===== config.mk =====
export PLATFORM = sky130hd
export DESIGN_NAME = rcp_command_port
export DESIGN_NICKNAME = d
export VERILOG_FILES = /design/src/verilog/rcp_pkg.sv /design/src/verilog/rcp_command_port.sv /design/src/verilog/rcp_busy_timer.sv
export SDC_FILE = /design/constraint.sdc
export NUM_CORES = 1
export LEC_CHECK = 0
export BUFFER_PORTS_ARGS = -buffer_cell sky130_fd_sc_hd__buf_2
export CORE_MARGIN = 1.5
export CORE_UTILIZATION = 60
export CTS_BUF_LIST = sky130_fd_sc_hd__clkbuf_8
export DETAILED_ROUTE_END_ITERATION = 10
export GPL_TIMING_DRIVEN = 0
export HOLD_SLACK_MARGIN = 0.1
export PLACE_DENSITY_LB_ADDON = 0.12
export SLEW_MARGIN = 20
export SYNTH_ARGS = -nofsm -noshare
export SYNTH_HDL_FRONTEND = slang
export SYNTH_SLANG_ARGS = --single-unit

===== constraint.sdc =====
create_clock -name clk_i -period 2.95 [get_ports clk_i]
set_clock_uncertainty 0.05 [all_clocks]
set_input_delay 0.1475 -clock clk_i [delete_from_list [all_inputs] [get_ports clk_i]]
set_output_delay 0.1475 -clock clk_i [all_outputs]
set_load 0.05 [all_outputs]

===== src/verilog/rcp_pkg.sv =====
/*
  Shared constants of the recorder host command port: opcodes, the
  layout of the operation state word and the busy interval lengths.
  Assumes a 100 MHz core clock; all cycle counts except OSC_STABLE_CYC derive from it.
*/
// Function
// Four-bit state word is driven on the data lines during the read strobe.
// No state word during index readout or bus-streamed recording or playback.
// Processing flag high during reset start-up and while a nibble is handled.
// Host sends no command while the processing flag reads high.
// Active flag high while running; only halt, pause, begin accepted then.
// Waiting flag high while a voice-triggered recording awaits voice.
// Waiting flag high while running is suspended by pause.
// In flex mode, full flag sets when recording reaches memory end.
// Full flag clears on capture-select, reproduce-select or begin.
// Host checks full flag before recording the next slot in flex mode.
// After reset, processing stays high 125 us plus oscillator settling.
// Index-load opcode gives a flagged 270 us busy interval.
// Each index-load data nibble gives a flagged 50 us busy interval.
// Index-readout opcode gives an unflagged 270 us busy; host times it.
// Each index-readout nibble output gives an unflagged 50 us busy.
// Direct transfer opcode, low and middle address nibbles give 16 us busy.
// Direct transfer upper address nibble gives a 270 us busy interval.
// In direct transfer, capture-select gives 16 us, write data 50 us.
// In direct transfer, reproduce-select gives unflagged 50 us busy.
// In direct transfer, the halt nibble gives a 50 us busy interval.
// Flag valid in direct transfer only for write-only use; times scale. Code keeps the times fixed at the nominal rate.
// Opcode 1011 streams samples over the nibble bus, no memory control.
// Opcodes decode as listed, idle 0000 through voice-detect select 1100.
// With chip select high, strobes are ignored and data lines released.
// Halt while recording stores the address counter as the stop address.
// Host polls processing flag to zero or waits the busy time first.
// Each one-nibble command, two-nibble opcode and its data give 16 us.
package rcp_pkg;

  // Opcodes of the first nibble.
  localparam logic [3:0] IDLE_CMD = 4'h0;
  localparam logic [3:0] PAUSE_CMD = 4'h1;
  localparam logic [3:0] REPRODUCE_SELECT_CMD = 4'h2;
  localparam logic [3:0] CAPTURE_SELECT_CMD = 4'h3;
  localparam logic [3:0] BEGIN_CMD = 4'h4;
  localparam logic [3:0] HALT_CMD = 4'h5;
  localparam logic [3:0] RATE_CFG_CMD = 4'h6;
  localparam logic [3:0] SLOT_SELECT_CMD = 4'h7;
  localparam logic [3:0] INDEX_LOAD_CMD = 4'h8;
  localparam logic [3:0] INDEX_READOUT_CMD = 4'h9;
  localparam logic [3:0] DIRECT_TRANSFER_CMD = 4'hA;
  localparam logic [3:0] BUS_STREAMED_CMD = 4'hB;
  localparam logic [3:0] VOICE_DETECT_CFG_CMD = 4'hC;

  // Bit positions inside the operation state word.
  localparam int unsigned PROC_BIT = 0;
  localparam int unsigned ACTIVE_BIT = 1;
  localparam int unsigned WAITING_BIT = 2;
  localparam int unsigned FULL_BIT = 3;

  // Nibbles that follow the index-load and index-readout opcodes.
  localparam logic [2:0] INDEX_LAST = 3'h7;
  // Address nibbles of a direct transfer, the last one being the upper.
  localparam logic [2:0] DT_ADDR_LAST = 3'h2;

  // Busy interval lengths in their own unit, and the clock period.
  localparam int unsigned CLK_PERIOD_NS = 10;
  localparam int unsigned T_INIT_US = 125;
  localparam int unsigned T_SHORT_US = 16;
  localparam int unsigned T_MID_US = 50;
  localparam int unsigned T_LONG_US = 270;
  // Oscillator settling is board dependent; cycles, plain default.
  localparam int unsigned OSC_STABLE_CYC = 1000;

  // Least times round up to whole cycles.
  localparam int unsigned INIT_CYC =
    (T_INIT_US * 1000 + CLK_PERIOD_NS - 1) / CLK_PERIOD_NS;
  localparam int unsigned SHORT_CYC =
    (T_SHORT_US * 1000 + CLK_PERIOD_NS - 1) / CLK_PERIOD_NS;
  localparam int unsigned MID_CYC =
    (T_MID_US * 1000 + CLK_PERIOD_NS - 1) / CLK_PERIOD_NS;
  localparam int unsigned LONG_CYC =
    (T_LONG_US * 1000 + CLK_PERIOD_NS - 1) / CLK_PERIOD_NS;

  // Phases of the command sequencer.
  typedef enum logic [2:0] {
    RCP_PH_IDLE = 3'b000,
    RCP_PH_ARG = 3'b001,
    RCP_PH_LOAD = 3'b010,
    RCP_PH_READOUT = 3'b011,
    RCP_PH_DT_ADDR = 3'b100,
    RCP_PH_DT_XFER = 3'b101,
    RCP_PH_STREAM = 3'b110
  } rcp_phase_t;

endpackage


===== src/verilog/rcp_command_port.sv =====
/*
  Host command port of the recorder: nibble bus with write, read and
  chip select strobes, command sequencer, state word and busy timing.
  Assumes pins are asynchronous to clk_i; event inputs share clk_i.
*/
`timescale 1ns/1ps
`default_nettype none
module rcp_command_port #(
  parameter int unsigned CNT_W = 20,
  parameter int unsigned INIT_CYC = rcp_pkg::INIT_CYC,
  parameter int unsigned OSC_CYC = rcp_pkg::OSC_STABLE_CYC,
  parameter int unsigned MID_CYC = rcp_pkg::MID_CYC,
  parameter int unsigned LONG_CYC = rcp_pkg::LONG_CYC
) (
  input wire logic clk_i,
  input wire logic nrst_i,
  input wire logic [3:0] data_i,
  output logic [3:0] data_o,
  output logic data_oe_o,
  input wire logic nwr_i,
  input wire logic nrd_i,
  input wire logic nce_i,
  input wire logic voice_seen_i,
  input wire logic mem_max_i,
  input wire logic flex_mode_i,
  input wire logic [3:0] readout_data_i,
  output logic nibble_stb_o,
  output logic [3:0] nibble_o,
  output logic halt_store_o
);

  localparam logic [19:0] RESET_CNT = 20'(INIT_CYC + OSC_CYC);

  // Pin synchronisers; only the second stage of each chain is read by logic.
  logic [1:0] wr_sync;
  logic [1:0] rd_sync;
  logic [1:0] ce_sync;
  logic [3:0] d_meta;
  logic [3:0] d_sync;
  logic wr_prev;
  logic rd_prev;

  always_ff @(posedge clk_i or negedge nrst_i) begin
    if (!nrst_i) begin
      wr_sync <= 2'h3;
      rd_sync <= 2'h3;
      ce_sync <= 2'h3;
      d_meta <= 4'h0;
      d_sync <= 4'h0;
      wr_prev <= 1'b1;
      rd_prev <= 1'b1;
    end else begin
      wr_sync <= {wr_sync[0], nwr_i};
      rd_sync <= {rd_sync[0], nrd_i};
      ce_sync <= {ce_sync[0], nce_i};
      d_meta <= data_i;
      d_sync <= d_meta;
      wr_prev <= wr_sync[1];
      rd_prev <= rd_sync[1];
    end
  end

  // A nibble is taken on the falling write edge; chip select gates both.
  logic take;
  logic rd_done;
  assign take = wr_prev & ~wr_sync[1] & ~ce_sync[1];
  assign rd_done = ~rd_prev & rd_sync[1] & ~ce_sync[1];

  rcp_pkg::rcp_phase_t phase;
  rcp_pkg::rcp_phase_t next_phase;
  logic [2:0] cnt;
  logic [2:0] next_cnt;
  logic capture;
  logic next_capture;
  logic active;
  logic next_active;
  logic paused;
  logic next_paused;
  logic wait_voice;
  logic next_wait_voice;
  logic trig_en;
  logic next_trig_en;
  logic full;
  logic next_full;
  logic next_halt_store;
  logic next_nibble_stb;
  logic [3:0] next_nibble;
  logic [3:0] next_data_o;
  logic full_set;
  logic full_clr;
  logic do_halt;
  logic load;
  logic [CNT_W-1:0] load_cyc;
  logic load_flag;
  logic busy;
  logic processing;
  logic [3:0] state_word;

  rcp_busy_timer #(
    .CNT_W(CNT_W),
    .RESET_CNT(RESET_CNT)
  ) u_timer (
    .clk_i(clk_i),
    .nrst_i(nrst_i),
    .load_i(load),
    .load_cnt_i(load_cyc),
    .load_flag_i(load_flag),
    .busy_o(busy),
    .flagged_o(processing)
  );

  // The state word; waiting covers both voice wait and pause.
  always_comb begin
    state_word = 4'h0;
    state_word[rcp_pkg::PROC_BIT] = processing;
    state_word[rcp_pkg::ACTIVE_BIT] = active;
    state_word[rcp_pkg::WAITING_BIT] = wait_voice | paused;
    state_word[rcp_pkg::FULL_BIT] = full;
  end

  // Command sequencer. Nibbles arriving while busy are still taken, the
  // host is expected to keep off the bus until the flag drops.
  always_comb begin
    next_phase = phase;
    next_cnt = cnt;
    next_capture = capture;
    next_active = active;
    next_paused = paused;
    next_wait_voice = wait_voice;
    next_trig_en = trig_en;
    next_nibble_stb = 1'b0;
    next_nibble = nibble_o;
    full_clr = 1'b0;
    do_halt = 1'b0;
    load = 1'b0;
    load_cyc = CNT_W'(rcp_pkg::SHORT_CYC);
    load_flag = 1'b1;
    full_set = mem_max_i & active & capture & flex_mode_i;
    // Voice heard while waiting starts the recording proper.
    if (wait_voice && voice_seen_i) begin
      next_wait_voice = 1'b0;
      next_active = 1'b1;
    end
    if (take) begin
      next_nibble_stb = 1'b1;
      next_nibble = d_sync;
      case (phase)
        rcp_pkg::RCP_PH_IDLE: begin
          load = 1'b1;
          if (active || paused || wait_voice) begin
            // While running only halt, pause and resume are honoured.
            case (d_sync)
              rcp_pkg::HALT_CMD: do_halt = 1'b1;
              rcp_pkg::PAUSE_CMD: begin
                if (active) begin
                  next_active = 1'b0;
                  next_paused = 1'b1;
                end
              end
              rcp_pkg::BEGIN_CMD: begin
                full_clr = 1'b1;
                if (paused) begin
                  next_paused = 1'b0;
                  next_active = 1'b1;
                end
              end
              default: load = 1'b0;
            endcase
          end else begin
            case (d_sync)
              rcp_pkg::REPRODUCE_SELECT_CMD: begin
                next_capture = 1'b0;
                full_clr = 1'b1;
              end
              rcp_pkg::CAPTURE_SELECT_CMD: begin
                next_capture = 1'b1;
                full_clr = 1'b1;
              end
              rcp_pkg::BEGIN_CMD: begin
                full_clr = 1'b1;
                if (capture && trig_en) begin
                  next_wait_voice = 1'b1;
                end else begin
                  next_active = 1'b1;
                end
              end
              rcp_pkg::RATE_CFG_CMD,
              rcp_pkg::SLOT_SELECT_CMD,
              rcp_pkg::VOICE_DETECT_CFG_CMD: begin
                next_phase = rcp_pkg::RCP_PH_ARG;
              end
              rcp_pkg::INDEX_LOAD_CMD: begin
                next_phase = rcp_pkg::RCP_PH_LOAD;
                next_cnt = 3'h0;
                load_cyc = CNT_W'(LONG_CYC);
              end
              rcp_pkg::INDEX_READOUT_CMD: begin
                next_phase = rcp_pkg::RCP_PH_READOUT;
                next_cnt = 3'h0;
                load_cyc = CNT_W'(LONG_CYC);
                load_flag = 1'b0;
              end
              rcp_pkg::DIRECT_TRANSFER_CMD: begin
                next_phase = rcp_pkg::RCP_PH_DT_ADDR;
                next_cnt = 3'h0;
              end
              rcp_pkg::BUS_STREAMED_CMD: begin
                next_phase = rcp_pkg::RCP_PH_STREAM;
                next_active = 1'b1;
              end
              default: ;
            endcase
          end
        end
        rcp_pkg::RCP_PH_ARG: begin
          // The held opcode tells which setting the data nibble is for.
          load = 1'b1;
          if (nibble_o == rcp_pkg::VOICE_DETECT_CFG_CMD) begin
            next_trig_en = |d_sync[1:0];
          end
          next_phase = rcp_pkg::RCP_PH_IDLE;
        end
        rcp_pkg::RCP_PH_LOAD: begin
          load = 1'b1;
          load_cyc = CNT_W'(MID_CYC);
          next_cnt = cnt + 3'h1;
          if (cnt == rcp_pkg::INDEX_LAST) begin
            next_phase = rcp_pkg::RCP_PH_IDLE;
          end
        end
        rcp_pkg::RCP_PH_DT_ADDR: begin
          load = 1'b1;
          next_cnt = cnt + 3'h1;
          if (cnt == rcp_pkg::DT_ADDR_LAST) begin
            load_cyc = CNT_W'(LONG_CYC);
            next_phase = rcp_pkg::RCP_PH_DT_XFER;
          end
        end
        rcp_pkg::RCP_PH_DT_XFER: begin
          // Busy times here are fixed at the nominal sampling rate.
          load = 1'b1;
          if (d_sync == rcp_pkg::HALT_CMD) begin
            load_cyc = CNT_W'(MID_CYC);
            do_halt = 1'b1;
            next_phase = rcp_pkg::RCP_PH_IDLE;
          end else if (!active &&
                       d_sync == rcp_pkg::CAPTURE_SELECT_CMD) begin
            next_capture = 1'b1;
            next_active = 1'b1;
          end else if (!active &&
                       d_sync == rcp_pkg::REPRODUCE_SELECT_CMD) begin
            next_capture = 1'b0;
            next_active = 1'b1;
            load_cyc = CNT_W'(MID_CYC);
            load_flag = 1'b0;
          end else if (active && capture) begin
            load_cyc = CNT_W'(MID_CYC);
          end else begin
            load = 1'b0;
          end
        end
        rcp_pkg::RCP_PH_STREAM: begin
          // Other nibbles are sample data for the codec, passed on only.
          if (d_sync == rcp_pkg::HALT_CMD) begin
            load = 1'b1;
            do_halt = 1'b1;
            next_phase = rcp_pkg::RCP_PH_IDLE;
          end
        end
        // Writes during readout are ignored so the sequence is not cut.
        rcp_pkg::RCP_PH_READOUT: ;
        default: next_phase = rcp_pkg::RCP_PH_IDLE;
      endcase
    end
    // Each finished readout nibble starts an unflagged gap.
    if (rd_done && phase == rcp_pkg::RCP_PH_READOUT) begin
      load = 1'b1;
      load_cyc = CNT_W'(MID_CYC);
      load_flag = 1'b0;
      next_cnt = cnt + 3'h1;
      if (cnt == rcp_pkg::INDEX_LAST) begin
        next_phase = rcp_pkg::RCP_PH_IDLE;
      end
    end
    next_halt_store = do_halt & capture & (active | paused);
    if (do_halt) begin
      next_active = 1'b0;
      next_paused = 1'b0;
      next_wait_voice = 1'b0;
    end
    // Reaching the memory end in the same cycle as a clear still sets.
    next_full = full_set ? 1'b1 : (full_clr ? 1'b0 : full);
    // Readout nibbles replace the state word during the readout phase.
    if (phase == rcp_pkg::RCP_PH_READOUT) begin
      next_data_o = readout_data_i;
    end else begin
      next_data_o = state_word;
    end
  end

  always_ff @(posedge clk_i or negedge nrst_i) begin
    if (!nrst_i) begin
      phase <= rcp_pkg::RCP_PH_IDLE;
      cnt <= 3'h0;
      capture <= 1'b0;
      active <= 1'b0;
      paused <= 1'b0;
      wait_voice <= 1'b0;
      trig_en <= 1'b0;
      full <= 1'b0;
      halt_store_o <= 1'b0;
      nibble_stb_o <= 1'b0;
      nibble_o <= 4'h0;
      data_o <= 4'h0;
    end else begin
      phase <= next_phase;
      cnt <= next_cnt;
      capture <= next_capture;
      active <= next_active;
      paused <= next_paused;
      wait_voice <= next_wait_voice;
      trig_en <= next_trig_en;
      full <= next_full;
      halt_store_o <= next_halt_store;
      nibble_stb_o <= next_nibble_stb;
      nibble_o <= next_nibble;
      data_o <= next_data_o;
    end
  end

  // Drive the lines only for a selected read; never while streaming.
  assign data_oe_o = ~ce_sync[1] & ~rd_sync[1] &
                     (phase != rcp_pkg::RCP_PH_STREAM);

  // Cycles since reset release, saturating, for the start-up check.
  logic [3:0] since_rst;
  always_ff @(posedge clk_i or negedge nrst_i) begin
    if (!nrst_i) begin
      since_rst <= 4'h0;
    end else if (since_rst != 4'hF) begin
      since_rst <= since_rst + 4'h1;
    end
  end
endmodule
`default_nettype wire


===== src/verilog/rcp_busy_timer.sv =====
/*
  Busy interval timer of the command port: counts a loaded number of
  cycles down and says whether the interval is shown in the state word.
  Assumes load requests come from logic on the same clock.
*/
`timescale 1ns/1ps
`default_nettype none
module rcp_busy_timer #(
  parameter int unsigned CNT_W = 20,
  parameter logic [19:0] RESET_CNT = 20'h0
) (
  input wire logic clk_i,
  input wire logic nrst_i,
  input wire logic load_i,
  input wire logic [CNT_W-1:0] load_cnt_i,
  input wire logic load_flag_i,
  output logic busy_o,
  output logic flagged_o
);

  logic [CNT_W-1:0] cnt;
  logic [CNT_W-1:0] next_cnt;
  logic flag;
  logic next_flag;

  // A new load restarts the interval, even if one is still running.
  always_comb begin
    next_cnt = cnt;
    next_flag = flag;
    if (load_i) begin
      next_cnt = load_cnt_i;
      next_flag = load_flag_i;
    end else if (cnt != '0) begin
      next_cnt = cnt - 1'b1;
    end
  end

  // The start-up interval is loaded by reset itself, shown as flagged.
  always_ff @(posedge clk_i or negedge nrst_i) begin
    if (!nrst_i) begin
      cnt <= RESET_CNT[CNT_W-1:0];
      flag <= 1'b1;
    end else begin
      cnt <= next_cnt;
      flag <= next_flag;
    end
  end

  // Busy stays high for exactly the loaded count of cycles.
  assign busy_o = (cnt != '0);
  assign flagged_o = busy_o & flag;

endmodule
`default_nettype wire


==> run summary <==
Status = finished clean
Total GRT Usage = 26.4%
Commonest non-fill, non-tap cell in the layout = dfrtp_1
Cell area power density = 824 mW/mm2
Num CTS Buffers = 9
MaxCap Viol Count = 0
RSZ-0062 raised after global routing = false
CP Max Fanout = 8
LEAKAGE = 1.54 nW
Startpoint Class = register
Post-cts resize count = 0
I/O Pins = 27
GRT Max-Usage Layer = met2
Synth Area in Simple Gates = 20.9%
Minimum clock period = 2730 ps
Syn nets = 338
Die span in x = 74.4 um
Number of synthesized flops with an enable pin = 0
Clock Tree Root = clkbuf_8
Layout cells sized above 1 = 19.2%
Adder-Cell Fraction of Synth Area = 1.64%
Worst hold path type = register to register
Crit. Startpoint = u_timer.cnt[0]
ANT cells = 0
Vias per cell = 5.84
Mean Syn Cell Area = 9.62 um2
Area of the mapped netlist = 0.00306 mm2
Post-synthesis async set-or-reset flop share = 100%
Worst skew pair latency = 340 ps
Clock sinks = 59
Dpl ws = 270 ps
Global-route wire length before repair = 11,000 um
Clk slew on worst S/H paths = 60 ps
Routed wire length = 6660 um
I/O Buffers = 26
Total global routing overflow = 0
Initial DRC Count = 211
Met3 Usage GRT = 7.32%
First-pass detailed-route iteration total = 6
Rows = 25
Largest family of logic cells by synthesized area = simple AND/OR/NAND/NOR gates
Met1 Use GR = 38.3%
H-tree depth = 3
Setup TNS Final = 0 ps
Syn-to-layout area delta = 18.0%
CP endpoint kind = register
Die H = 74.4 um
Complex-gate fraction of the synthesized area = 17.7%
Max Root-Sink Buffers = 2
Initial core utilization = 63.5%
Synthesized instance count = 318
Crit path kind = register to register
Post-synth top flop = dfrtp_1
Total number of vias = 2,580
Final setup vio count = 0
Number of global-route vias before repair = 2,349
Core box area = 0.00482 mm2
RePlAce Congestion = 0.932
Xor-xnor portion of the synthesized cell area = 4.29%
Worst reg2reg path endpoint = u_timer.cnt[11]
Post-synthesis mux area share = 2.82%
Most frequent cells in the layout = dfrtp_1 (42), nor2_1 (30), buf_2 (29)
R2R Setup Slk = 220 ps
Yosys reg bits = 59
Max-slew violation count = 0
End of the critical path = u_timer.cnt[11]
FMAX = 0.367 GHz
PnR worst setup slack = 223 ps
Total die area = 0.00554 mm2
Final ANT Viol Nets = 0
Nets@finish = 390
Yosys warns = 0
Worst-margin pin slew = 979 ps
Hpwl dp = 4480 um
Hold Vio Cnt, Final = 0
Post-synthesis sequential area ratio = 49.0%
R2R cell count = 7
Worst relative slew slack = 34.5%
Worst EP required = 3060 ps
WP data arrival = 2840 ps
Tcrit/Tclk final = 92.4%
Residual DRC count = 0
Largest net degree at the start of global routing = 60
Yosys cell types = 59
Maximum vdd drop = 0.434 mV
Grt met2 use = 39.1%
TritonCTS clock tree = built
Routed len/inst = 15.1 um
Initial antenna violation count = 0
RR Startpoint = u_timer.cnt[0]
state kept, by name, indices dropped and copies added, names as in the netlist, 2 cells and up:
name         flops
u_timer.cnt     20
d_meta           4
d_sync           4
data_o           4
nibble_o         4
cnt              3
phase            3
ce_sync          2
rd_sync          2
wr_sync          2
layout make-up:
| type | count | area [um2] |
|---|---|---|
| clock inverter | 4 | 18.8 |
| timing repair buffer | 41 | 283 |
| sequential | 59 | 1500 |
| multi-input combinational | 230 | 1450 |
| buffer | 16 | 65.1 |
| clock buffer | 12 | 165 |
| fill | 370 | 1210 |
| tap | 67 | 83.8 |
| inverter | 13 | 48.8 |
critical path, stage by stage (launching register included):
cell and delay (ps):
dfrtp_1 400, inv_1 100, ha_1 180, or4b_4 510
nor3_1 640, nand3_1 190, nand3_1 300, o21ai_0 170
per-layer routing:
layer | part of all wire, % | wire, um
met3 | 4.3 | 289
met5 | 0 | 0
met4 | 0.80 | 53
met1 | 50 | 3330
met2 | 45 | 2990
repair_timing:
action / CTS / global route
endpoints found under the hold margin: 56 / 0
hold buffers: 15 / 0
setup buffers: 0 / 0
power by group:
group | switching, W | leakage (nW) | internal (W)
sequential | 0.000187 | 0.700 | 0.00106
combinational | 0.000654 | 0.739 | 0.000410
clock | 0.000304 | 0.102 | 0.000364
total | 0.00115 | 1.54 | 0.00183
logic make-up (layout without fill, tap and decap cells):
logic type / count (synthesis) / count (layout)
and+or+nand+nor: 120 / 120
AOI/OAI and AO/OA: 83 / 83
DFF: 59 / 59
buffers and inverters: 29 / 86
xor gates and xnor gates: 15 / 15
muxes: 8 / 8
adders and majority gates: 4 / 4
how the worst min path moves through the flow:
| stage | start | endpoint | slack [ps] | cells after the start |
|---|---|---|---|---|
| after floorplan | nrst_i | active | -200 | 0 |
| after global placement | nce_i | ce_sync[0] | 200 | 1 |
| after detailed placement | nrst_i | paused | 200 | 1 |
| after CTS | d_meta[1] | d_sync[1] | 300 | 0 |
| after global routing | d_meta[1] | d_sync[1] | 300 | 0 |
| final | d_meta[1] | d_sync[1] | 300 | 0 |
stage by stage:
step | instances | hold slack (ps) | cell area, um2 | util, % | power (W)
2_1_floorplan | 318 | -198 | 3060 | - | 0.00202
3_3_place_gp | 411 | 203 | 3270 | 67.9 | 0.00224
3_5_place_dp | 411 | 199 | 3280 | 68.0 | 0.00228
4_1_cts | 442 | 300 | 3610 | 75.0 | 0.00297
5_1_grt | 442 | 302 | 3610 | 75.0 | 0.00317
6_report | 442 | 299 | 3610 | 75.0 | 0.00298
synth_stat cells, types with 4 or more instances:
| cell | count | area [um2] |
|---|---|---|
| a211oi_1 | 5 | 37.5 |
| a21oi_1 | 13 | 65.1 |
| a31oi_1 | 4 | 25.0 |
| buf_2 | 4 | 20.0 |
| clkbuf_1 | 11 | 41.3 |
| dfrtp_1 | 42 | 1050 |
| dfstp_2 | 17 | 447 |
| ha_1 | 4 | 50.1 |
| inv_1 | 13 | 48.8 |
| mux2_2 | 5 | 56.3 |
| nand2_1 | 27 | 101 |
| nand3_1 | 7 | 35.0 |
| nand3b_1 | 5 | 37.5 |
| nand4_1 | 4 | 25.0 |
| nor2_1 | 30 | 113 |
| nor3_1 | 11 | 55.1 |
| nor4b_1 | 4 | 35.0 |
| o21a_1 | 5 | 37.5 |
| o21ai_0 | 28 | 140 |
| or3_1 | 5 | 31.3 |
| or4_1 | 4 | 30.0 |
| xnor2_1 | 7 | 61.3 |
| xor2_1 | 8 | 70.1 |
Power figures use the tool's default switching activity.
